<file path="config.mk">
export PLATFORM = sky130hd
export DESIGN_NAME = fwp_feedback
export DESIGN_NICKNAME = d
export VERILOG_FILES = /design/src/pkg/fwp_pkg.sv /design/src/rtl/fwp_feedback.sv
export VERILOG_INCLUDE_DIRS = /design/src /design/src/pkg
export SDC_FILE = /design/constraint.sdc
export NUM_CORES = 1
export LEC_CHECK = 0
export BUFFER_PORTS_ARGS = -buffer_cell sky130_fd_sc_hd__buf_2
export CAP_MARGIN = 20
export CELL_PAD_IN_SITES_DETAIL_PLACEMENT = 1
export CELL_PAD_IN_SITES_GLOBAL_PLACEMENT = 2
export CORE_MARGIN = 1.5
export CORE_UTILIZATION = 34
export DETAILED_ROUTE_END_ITERATION = 10
export PLACE_DENSITY = 0.87
export RECOVER_POWER = 100
export SETUP_SLACK_MARGIN = 0.5
export SLEW_MARGIN = 15
export SYNTH_ARGS = -nofsm -noshare
export SYNTH_HDL_FRONTEND = slang
export SYNTH_SLANG_ARGS = --single-unit
</file>
<file path="constraint.sdc">
create_clock -name clk_in -period 4.6 [get_ports clk_in]
set_clock_uncertainty 0.2 [all_clocks]
set_input_delay 0.23 -clock clk_in [delete_from_list [all_inputs] [get_ports clk_in]]
set_output_delay 0.23 -clock clk_in [all_outputs]
set_load 0.01 [all_outputs]
</file>
<file path="src/pkg/fwp_params.svh">
`ifndef FWP_PARAMS_SVH
`define FWP_PARAMS_SVH

// Register byte addresses
`define FWP_ADDR_CONFIG     8'h00
`define FWP_ADDR_REQUEST    8'h04
`define FWP_ADDR_RESULT     8'h08
`define FWP_ADDR_STATUS     8'h0c
`define FWP_ADDR_CONTROL    8'h10
`define FWP_ADDR_SYNC_WORD  8'h14
`define FWP_ADDR_INT_WORD   8'h18

// Field widths
`define FWP_ADDR_W          8
`define FWP_DATA_W          32
`define FWP_SYNC_W          16
`define FWP_INT_W           32
`define FWP_SHIFT_W         5
`define FWP_LEN_W           5
`define FWP_OFFSET_W        12

// Configuration word fields
`define FWP_CFG_PATH_HI     31
`define FWP_CFG_PATH_LO     30
`define FWP_CFG_SHIFT_HI    28
`define FWP_CFG_SHIFT_LO    24
`define FWP_CFG_LEN_HI      20
`define FWP_CFG_LEN_LO      16
`define FWP_CFG_OFF_HI      11
`define FWP_CFG_OFF_LO      0

// Request word fields
`define FWP_REQ_SRC_HI      2
`define FWP_REQ_SRC_LO      0
`define FWP_REQ_TABLE_BIT   8

// Status and control bits
`define FWP_STAT_CFG_ERR    4
`define FWP_STAT_SRC_ERR    5
`define FWP_CTRL_MSD_BIT    0

// Limits
`define FWP_SYNC_SHIFT_MAX  5'd15
`define FWP_INT_SHIFT_MAX   5'd31
`define FWP_LEN_MIN         5'd1
`define FWP_LEN_MAX         5'd16

// Cycles a configuration write holds the sequencer in FWP_ST_CFG before the acknowledge
`define FWP_CFG_CYCLES      4'd4

`endif

</file>
<file path="src/pkg/fwp_pkg.sv">
`include "fwp_params.svh"

package fwp_pkg;

  typedef enum logic [1:0] {
    FWP_PATH_A, FWP_PATH_B, FWP_PATH_INT, FWP_PATH_BAD
  } fwp_path_t;

  typedef enum logic [2:0] {
    FWP_SRC_SYNC_RAW, FWP_SRC_A, FWP_SRC_B, FWP_SRC_INT_RAW,
    FWP_SRC_INT_PROC, FWP_SRC_LEG_REG, FWP_SRC_LEG_DEC, FWP_SRC_BAD
  } fwp_src_t;

  typedef enum {
    FWP_ST_IDLE, FWP_ST_CFG, FWP_ST_CAP, FWP_ST_CMP, FWP_ST_ACK
  } fwp_state_t;

  typedef struct packed {
    logic [`FWP_SHIFT_W-1:0]  shift;
    logic [`FWP_LEN_W-1:0]    length;
    logic [`FWP_OFFSET_W-1:0] offset;
  } fwp_cfg_t;

  typedef struct packed {
    logic                   read;
    logic                   write;
    logic [`FWP_ADDR_W-1:0] address;
    logic [`FWP_DATA_W-1:0] writedata;
  } fwp_avmm_req_t;

  typedef struct packed {
    logic                   valid;
    logic [`FWP_SYNC_W-1:0] word;
  } fwp_sync_fb_t;

  typedef struct packed {
    logic                  valid;
    logic [`FWP_INT_W-1:0] word;
  } fwp_int_fb_t;

  typedef struct packed {
    logic                  valid;
    logic [`FWP_INT_W-1:0] index;
  } fwp_table_t;

endpackage

</file>
<file path="src/rtl/fwp_feedback.sv">
`timescale 1ns/1ns
`include "fwp_params.svh"

module fwp_feedback (
  input  wire logic                   clk_in,
  input  wire logic                   reset_in,
  input  wire fwp_pkg::fwp_avmm_req_t avmm_req_in,
  output logic [`FWP_DATA_W-1:0]      avmm_readdata_out,
  output logic                        avmm_waitrequest_out,
  input  wire fwp_pkg::fwp_sync_fb_t  sync_fb_in,
  input  wire fwp_pkg::fwp_int_fb_t   int_fb_in,
  output fwp_pkg::fwp_table_t         table_entry_out
);
  import fwp_pkg::*;

  ////////////////////////////////////////////////////////////////////////////
  // Decoding helpers

  function automatic logic [`FWP_INT_W-1:0] len_mask(
    input logic [`FWP_LEN_W-1:0] len
  );
    len_mask = (32'h1 << len) - 32'h1;
  endfunction

  function automatic fwp_path_t src_path(input fwp_src_t src);
    unique case (src)
      FWP_SRC_A, FWP_SRC_LEG_REG: src_path = FWP_PATH_A;
      FWP_SRC_B, FWP_SRC_LEG_DEC: src_path = FWP_PATH_B;
      FWP_SRC_INT_PROC:           src_path = FWP_PATH_INT;
      default:                    src_path = FWP_PATH_BAD;
    endcase
  endfunction

  function automatic logic src_is_sync(input fwp_src_t src);
    src_is_sync = (src == FWP_SRC_SYNC_RAW) || (src == FWP_SRC_A) ||
                  (src == FWP_SRC_B) || (src == FWP_SRC_LEG_REG) ||
                  (src == FWP_SRC_LEG_DEC);
  endfunction

  function automatic logic cfg_ok(input fwp_path_t path, input fwp_cfg_t c);
    logic [`FWP_SHIFT_W-1:0] smax;
    smax = (path == FWP_PATH_INT) ? `FWP_INT_SHIFT_MAX
                                  : `FWP_SYNC_SHIFT_MAX;
    cfg_ok = (path != FWP_PATH_BAD) && (c.shift <= smax) &&
             (c.length >= `FWP_LEN_MIN) &&
             (c.length <= `FWP_LEN_MAX);
  endfunction

  ////////////////////////////////////////////////////////////////////////////
  // Declarations

  fwp_state_t              state_q;
  logic [3:0]              cnt_q;
  fwp_cfg_t                cfg_q [0:2];
  logic [2:0]              configured_q;
  logic [`FWP_SYNC_W-1:0]  sync_word_q;
  logic [`FWP_INT_W-1:0]   int_word_q;
  logic [`FWP_INT_W-1:0]   int_word_d;
  logic                    msd_q;
  logic                    cfg_err_q;
  logic                    src_err_q;
  logic [`FWP_DATA_W-1:0]  result_q;
  logic [`FWP_DATA_W-1:0]  readdata_q;
  fwp_table_t              table_q;
  logic [`FWP_INT_W-1:0]   snap_word_q;
  fwp_cfg_t                snap_cfg_q;
  fwp_src_t                snap_src_q;
  logic                    snap_proc_q;
  logic                    snap_table_q;
  logic                    snap_bad_q;

  logic                    req_any;
  logic                    cfg_wr;
  logic                    op_wr;
  logic                    stat_wr;
  logic                    ctrl_wr;
  logic                    ack;
  fwp_path_t               cfg_path;
  fwp_cfg_t                cfg_new;
  fwp_src_t                req_src;
  fwp_path_t               req_path;
  logic [`FWP_INT_W-1:0]   proc_value;

  ////////////////////////////////////////////////////////////////////////////
  // Bus decode

  assign req_any  = avmm_req_in.read | avmm_req_in.write;
  assign cfg_wr   = avmm_req_in.write &
                    (avmm_req_in.address == `FWP_ADDR_CONFIG);
  assign op_wr    = avmm_req_in.write &
                    (avmm_req_in.address == `FWP_ADDR_REQUEST);
  assign stat_wr  = avmm_req_in.write &
                    (avmm_req_in.address == `FWP_ADDR_STATUS);
  assign ctrl_wr  = avmm_req_in.write &
                    (avmm_req_in.address == `FWP_ADDR_CONTROL);
  assign ack      = (state_q == FWP_ST_ACK);

  assign cfg_path = fwp_path_t'(
    avmm_req_in.writedata[`FWP_CFG_PATH_HI:`FWP_CFG_PATH_LO]);
  assign cfg_new.shift  =
    avmm_req_in.writedata[`FWP_CFG_SHIFT_HI:`FWP_CFG_SHIFT_LO];
  assign cfg_new.length =
    avmm_req_in.writedata[`FWP_CFG_LEN_HI:`FWP_CFG_LEN_LO];
  assign cfg_new.offset =
    avmm_req_in.writedata[`FWP_CFG_OFF_HI:`FWP_CFG_OFF_LO];

  assign req_src  = fwp_src_t'(
    avmm_req_in.writedata[`FWP_REQ_SRC_HI:`FWP_REQ_SRC_LO]);
  assign req_path = src_path(req_src);

  assign avmm_waitrequest_out = req_any & ~ack;
  assign avmm_readdata_out    = readdata_q;
  assign table_entry_out      = table_q;

  ////////////////////////////////////////////////////////////////////////////
  // Access sequencer

  always_ff @(posedge clk_in) begin
    if (reset_in) begin
      state_q <= FWP_ST_IDLE;
      cnt_q   <= 4'h0;
    end else begin
      unique case (state_q)
        FWP_ST_IDLE: begin
          if (cfg_wr) begin
            state_q <= FWP_ST_CFG;
            cnt_q   <= `FWP_CFG_CYCLES - 4'h1;
          end else if (op_wr) begin
            state_q <= FWP_ST_CAP;
          end else if (req_any) begin
            state_q <= FWP_ST_ACK;
          end
        end
        FWP_ST_CFG: begin
          if (cnt_q == 4'h0) begin
            state_q <= FWP_ST_ACK;
          end else begin
            cnt_q <= cnt_q - 4'h1;
          end
        end
        FWP_ST_CAP: state_q <= FWP_ST_CMP;
        FWP_ST_CMP: state_q <= FWP_ST_ACK;
        FWP_ST_ACK: state_q <= FWP_ST_IDLE;
      endcase
    end
  end

  ////////////////////////////////////////////////////////////////////////////
  // Feedback word capture

  genvar g;
  generate
    for (g = 0; g < `FWP_INT_W / 2; g++) begin : gen_pair
      assign int_word_d[2*g]   = int_fb_in.word[2*g];
      assign int_word_d[2*g+1] = msd_q & int_fb_in.word[2*g+1];
    end
  endgenerate

  always_ff @(posedge clk_in) begin
    if (reset_in) begin
      sync_word_q <= 16'h0000;
      int_word_q  <= 32'h0000_0000;
    end else begin
      if (sync_fb_in.valid) begin
        sync_word_q <= sync_fb_in.word;
      end
      if (int_fb_in.valid) begin
        int_word_q <= int_word_d;
      end
    end
  end

  ////////////////////////////////////////////////////////////////////////////
  // Path parameters

  always_ff @(posedge clk_in) begin
    if (reset_in) begin
      for (int i = 0; i < 3; i++) begin
        cfg_q[i] <= '0;
      end
      configured_q <= 3'b000;
    end else if (ack && cfg_wr && cfg_ok(cfg_path, cfg_new)) begin
      cfg_q[cfg_path[1:0]]        <= cfg_new;
      configured_q[cfg_path[1:0]] <= 1'b1;
    end
  end

  always_ff @(posedge clk_in) begin
    if (reset_in) begin
      msd_q <= 1'b0;
    end else if (ack && ctrl_wr) begin
      msd_q <= avmm_req_in.writedata[`FWP_CTRL_MSD_BIT];
    end
  end

  ////////////////////////////////////////////////////////////////////////////
  // Error flags, set wins over clear

  always_ff @(posedge clk_in) begin
    if (reset_in) begin
      cfg_err_q <= 1'b0;
      src_err_q <= 1'b0;
    end else begin
      if (ack && stat_wr &&
          avmm_req_in.writedata[`FWP_STAT_CFG_ERR]) begin
        cfg_err_q <= 1'b0;
      end
      if (ack && stat_wr &&
          avmm_req_in.writedata[`FWP_STAT_SRC_ERR]) begin
        src_err_q <= 1'b0;
      end
      if (ack && cfg_wr && !cfg_ok(cfg_path, cfg_new)) begin
        cfg_err_q <= 1'b1;
      end
      if (state_q == FWP_ST_CMP && snap_bad_q) begin
        src_err_q <= 1'b1;
      end
    end
  end

  ////////////////////////////////////////////////////////////////////////////
  // Operation snapshot and compute

  always_ff @(posedge clk_in) begin
    if (reset_in) begin
      snap_word_q  <= 32'h0000_0000;
      snap_cfg_q   <= '0;
      snap_src_q   <= FWP_SRC_SYNC_RAW;
      snap_proc_q  <= 1'b0;
      snap_table_q <= 1'b0;
      snap_bad_q   <= 1'b0;
    end else if (state_q == FWP_ST_CAP) begin
      snap_word_q  <= src_is_sync(req_src) ? {16'h0000, sync_word_q}
                                           : int_word_q;
      snap_cfg_q   <= (req_path != FWP_PATH_BAD) ? cfg_q[req_path[1:0]]
                                                 : '0;
      snap_src_q   <= req_src;
      snap_proc_q  <= (req_path != FWP_PATH_BAD) &&
                      configured_q[req_path[1:0]];
      snap_table_q <= avmm_req_in.writedata[`FWP_REQ_TABLE_BIT];
      snap_bad_q   <= (req_src == FWP_SRC_BAD) ||
                      (avmm_req_in.writedata[`FWP_REQ_TABLE_BIT] &&
                       req_src == FWP_SRC_INT_RAW);
    end
  end

  assign proc_value = ((snap_word_q >> snap_cfg_q.shift) &
                       len_mask(snap_cfg_q.length)) +
                      {20'h00000, snap_cfg_q.offset};

  always_ff @(posedge clk_in) begin
    if (reset_in) begin
      result_q <= 32'h0000_0000;
      table_q  <= '0;
    end else begin
      table_q.valid <= 1'b0;
      if (state_q == FWP_ST_CMP && !snap_bad_q) begin
        result_q <= snap_proc_q ? proc_value : snap_word_q;
        if (snap_table_q) begin
          table_q.valid <= 1'b1;
          table_q.index <= snap_proc_q ? proc_value : snap_word_q;
        end
      end
    end
  end

  ////////////////////////////////////////////////////////////////////////////
  // Read data

  always_ff @(posedge clk_in) begin
    if (reset_in) begin
      readdata_q <= 32'h0000_0000;
    end else if (state_q == FWP_ST_IDLE && avmm_req_in.read) begin
      unique case (avmm_req_in.address)
        `FWP_ADDR_RESULT:    readdata_q <= result_q;
        `FWP_ADDR_STATUS:    readdata_q <= {26'h0000000, src_err_q,
                                            cfg_err_q, 1'b0, configured_q};
        `FWP_ADDR_CONTROL:   readdata_q <= {31'h00000000, msd_q};
        `FWP_ADDR_SYNC_WORD: readdata_q <= {16'h0000, sync_word_q};
        `FWP_ADDR_INT_WORD:  readdata_q <= int_word_q;
        default:             readdata_q <= 32'h0000_0000;
      endcase
    end
  end
endmodule // fwp_feedback

</file>
==> results.md <==
* Outcome: finished, violations left
* Failing checks: max-capacitance violations, max-slew violations
* Number of flops mapped to enable cells by yosys at 88
* Post-synth top flop: dfxtp_1
* Via count at 14,810
* Initial DRT Pass Iterations at 6
* Synthesized cell area at around 16,000 um2
* Max-Cap Viols at 3
* Die Footprint at 48,520 um2
* Mean routed wirelength per cell at approximately 22 um
* Initial DRC count at between 900 and 1,000
* Post-Synth XOR/XNOR Area at 0.6548%
* R2R Path End: result_q[11]$_SDFFE_PP0P_
* Gr ovfl total at 0
* Crit path launch: snap_cfg_q[18]$_SDFFE_PP0P_
* CP delay by family, top: compound AO/OA/AOI/OAI gates
* Pin count of the biggest net entering global routing at around 110
* Final hold viol count at 0
* Cells after Synth at 1,703
* HPWL Detailed at 39.38 mm
* Mux contribution to synthesized area at 13.03%
* Share of the synthesized area in the top cell type at 26.82%
* GR Util met1 at roughly 30%
* Initial antenna violation count at 0
* Routed WL at about 58 mm
* Final period util at 94.65%
* Die X-Extent at 220.3 um
* Worst r2r src: snap_cfg_q[18]$_SDFFE_PP0P_
* CTS H-Tree Depth at 2
* Largest family of logic cells by synthesized area: simple AND/OR/NAND/NOR gates
* Post-synth ARST share at 0%
* Clock transition at the registers of the reported paths at 0.06 ns
* CP startpoint kind: register
* Crit Path Max Fanout at 10
* Finished Cell Area at 20,860 um2
* Fin Hold WS at 0.05954 ns
* Met3 usage at under 10%
* YS warnings at 0
* Area leader, netlist: dfxtp_1
* Synth cell count leaders: nor2_1 (242), dfxtp_1 (215), nand2_1 (139), clkbuf_1 (121), a21oi_1 (113)
* Diode count at 0
* Distinct cell type count after synthesis at 93
* Final setup fails at 0
* DIE HEIGHT at 220.3 um
* Post-Synth Adder-Cell Area at 1.372%
* Simple-gate share of the synthesized area at about a fifth
* Max stage delay on crit path at 0.52 ns
* Fill cell count at 5,258
* CP Data Required Time at 4.73 ns
* Max Root-Sink Buffers at 3
* Global-route wire length before repair at 87.44 mm
* Final #Nets at 2,102
* Worst min path class: input port to register
* Max frequency at 229.7 MHz
* WS Path Type: register to register
* Most common cell type on the critical path: buf_4
* DRC viols at 0
* Slew Limit Fails at 237
* Busiest grt layer: met2
* CTS tree: done
* Worst Path Buf+Inv at 6
* Area growth, synth to finish at 29.96%
* Critical Path Sink: result_q[11]$_SDFFE_PP0P_
* Pre-CTS setup slack at -0.04669 ns
* Number of port buffers at approximately 150
* Placed cell areas at about 18,000 um2
* Max-slew headroom at -75.87%
* Inserted Clock Buffers at 36
* GRT Overall Usage at 23.22%
* Max VDD drop at 0.2948 mV
* CP endpoint kind: register
* Global routing met2 resource utilization at 39.93%
* Syn avg cell area at 9.425 um2
* Clk Latency, worst-skew pair at 0.55 ns
* RSZ-0062 raised after global routing: true
* R2R depth at 20
* Slowest CP cell: mux4_2
* Most numerous cell in the Yosys netlist: nor2_1
* I/O pins at 160
* Setup ws final at approximately 0.25 ns
* Core box area at 46,560 um2
* Post-synthesis sequential area ratio at 43.28%
* Initial core utilization at 34.48%
* Cell count along the critical path at 20
* Slew at the pin with the worst max-slew slack at roughly 2.6 ns
* Post-synthesis register bit count at 303
* Leak at roughly 0.0076 uW
* Clock tree root driver cell: clkbuf_16
* Vias/cell at 5.647
* Placer Congestion at between 0.8 and 0.9
* Pwr dens at around 280 nW/um2
* Synth Area in Compound Gates at 16.70%
* Period minus WS final at 4.354 ns
* Clock sinks at 303
* WP data arrival at between 4 and 5 ns
* Setup slack, reg-to-reg at about 0.25 ns
* Layout cells sized above 1 at 22.88%
* Antenna Nets Post-Route at 0
* Pwr Total at 5843 uW
* Largest cells by area after synthesis: dfxtp_1 (27%), edfxtp_1 (16%), mux4_2 (6.2%)
* Crit path cell chain: buf_12 -> buf_6 -> mux4_2 -> mux2i_2 -> mux2i_1 -> nand2_1 -> a21boi_0 -> ha_1 -> buf_4 -> a21oi_2 -> o21ai_2 -> o31ai_4 -> buf_4 -> buf_6 -> a21oi_1 -> a21o_1 -> a211o_1 -> a22oi_1 -> buf_4 -> a211oi_1
* Row count at roughly 80
* Number of global-route vias before repair at 15,210
area by class of cell:
cell class                      instances  area (um2)  share of cell area, %
Tap cell                              607       759.5                  3.641
Multi-Input combinational cell       1256        9296                  44.57
Inverter                               16       61.31                 0.2939
Timing Repair Buffer                  378        2686                  12.88
Clock inverter                         17       141.4                 0.6778
Sequential cell                       303        6959                  33.36
Clock buffer                           45       954.7                  4.577
layer usage:
metal	wire length, um	share of wire, %	vias up
met5	0	0	-
met4	2031	3.5	0
met3	2501	4.3	114
met2	28830	50	388
met1	24440	42	7451
li1	-	-	6853
registers in the layout, summed over array words and instances, names as in the netlist:
| signal | flops |
|---|---|
| configured_q | 3 |
| state_q | 3 |
| avmm_readdata_out | 32 |
| snap_table_q | 1 |
| msd_q | 1 |
| sync_word_q | 16 |
| cfg_q | 88 |
| cfg_err_q | 1 |
| int_word_q | 32 |
| src_err_q | 1 |
| cnt_q | 4 |
| snap_bad_q | 1 |
| snap_proc_q | 1 |
| snap_cfg_q | 22 |
| result_q | 32 |
| table_entry_out | 33 |
| snap_word_q | 32 |
cells in the final DEF (no fill, tap or decap), types with 8 or more instances in the layout:
master and n:
nor2_1 236, dfxtp_1 209, nand2_1 138, buf_4 114, clkbuf_1 105, a21oi_1 103, edfxtp_1 88, dlygate4sd3_1 76
mux2i_1 62, buf_2 61, nand3_1 52, nor3_1 48, mux4_2 45, a22oi_1 44, clkbuf_16 36, and3_1 35
and2_0 34, nor2b_1 27, a211oi_1 26, conb_1 22, o21ai_0 21, and2_1 21, a311oi_1 20, buf_6 17
a222oi_1 15, nand2b_1 14, mux2i_2 13, a211oi_2 13, a32o_1 13, inv_1 12, ha_1 12, mux2_2 11
o211ai_1 11, a21o_1 10, a21oi_2 8, o41ai_2 8
what timing repair did:
item | 4_1_cts | 5_1_grt
hold buffers | 76 | 0
hold endpoints to repair | 143 | 0
resized for setup | 78 | 92
setup buffers | 16 | 14
pin swaps | 58 | 58
endpoints found under the setup margin | 48 | 52
cloned | 2 | 1
cell families (layout without fill, tap and decap cells):
kind of cell    Yosys count  after routing
flops                   303            303
other cells               1             22
fa+ha+maj                17             17
xor+xnor                 12             12
compound gates          377            377
buf+inv                 166            456
mux                     142            142
simple gates            685            686
power breakdown:
| group | total [uW] | switching (uW) | internal [uW] | leakage, uW |
|---|---|---|---|---|
| Clock | 2690 | 1150 | 1540 | 0.000541 |
| Combinational | 329 | 189 | 141 | 0.00441 |
| Sequential | 2830 | 27.6 | 2800 | 0.00263 |
worst min path at each step:
stage	slack (ns)	from	endpoint	depth (start not counted)
3_5_place_dp	0.24	avmm_req_in[11]	cfg_q[3][11]$_DFFE_PP_	1
2_1_floorplan	0.13	avmm_req_in[0]	cfg_q[3][0]$_DFFE_PP_	0
3_3_place_gp	0.23	avmm_req_in[11]	cfg_q[3][11]$_DFFE_PP_	1
5_1_grt	0.05	avmm_req_in[31]	cfg_err_q$_SDFFE_PP0P_	3
6_report	0.06	sync_fb_in[16]	sync_word_q[2]$_SDFFE_PP0P_	3
4_1_cts	0.03	sync_fb_in[16]	sync_word_q[4]$_SDFFE_PP0P_	3
metrics by stage:
step,std cells,utilization [%],setup TNS (ns)
finish,2622,44.80,0
CTS,2606,43.92,0
global route,2622,44.80,0
global placement,2450,38.80,-0.01003
floorplan,1724,-,0
detailed placement,2450,38.80,-0.2046
tightest hold or removal path, stage by stage:
cell and delay (ns):
buf_2 0.28, mux2i_1 0.19, nor2_1 0.07
No activity file was read; power rests on OpenSTA's default activity.
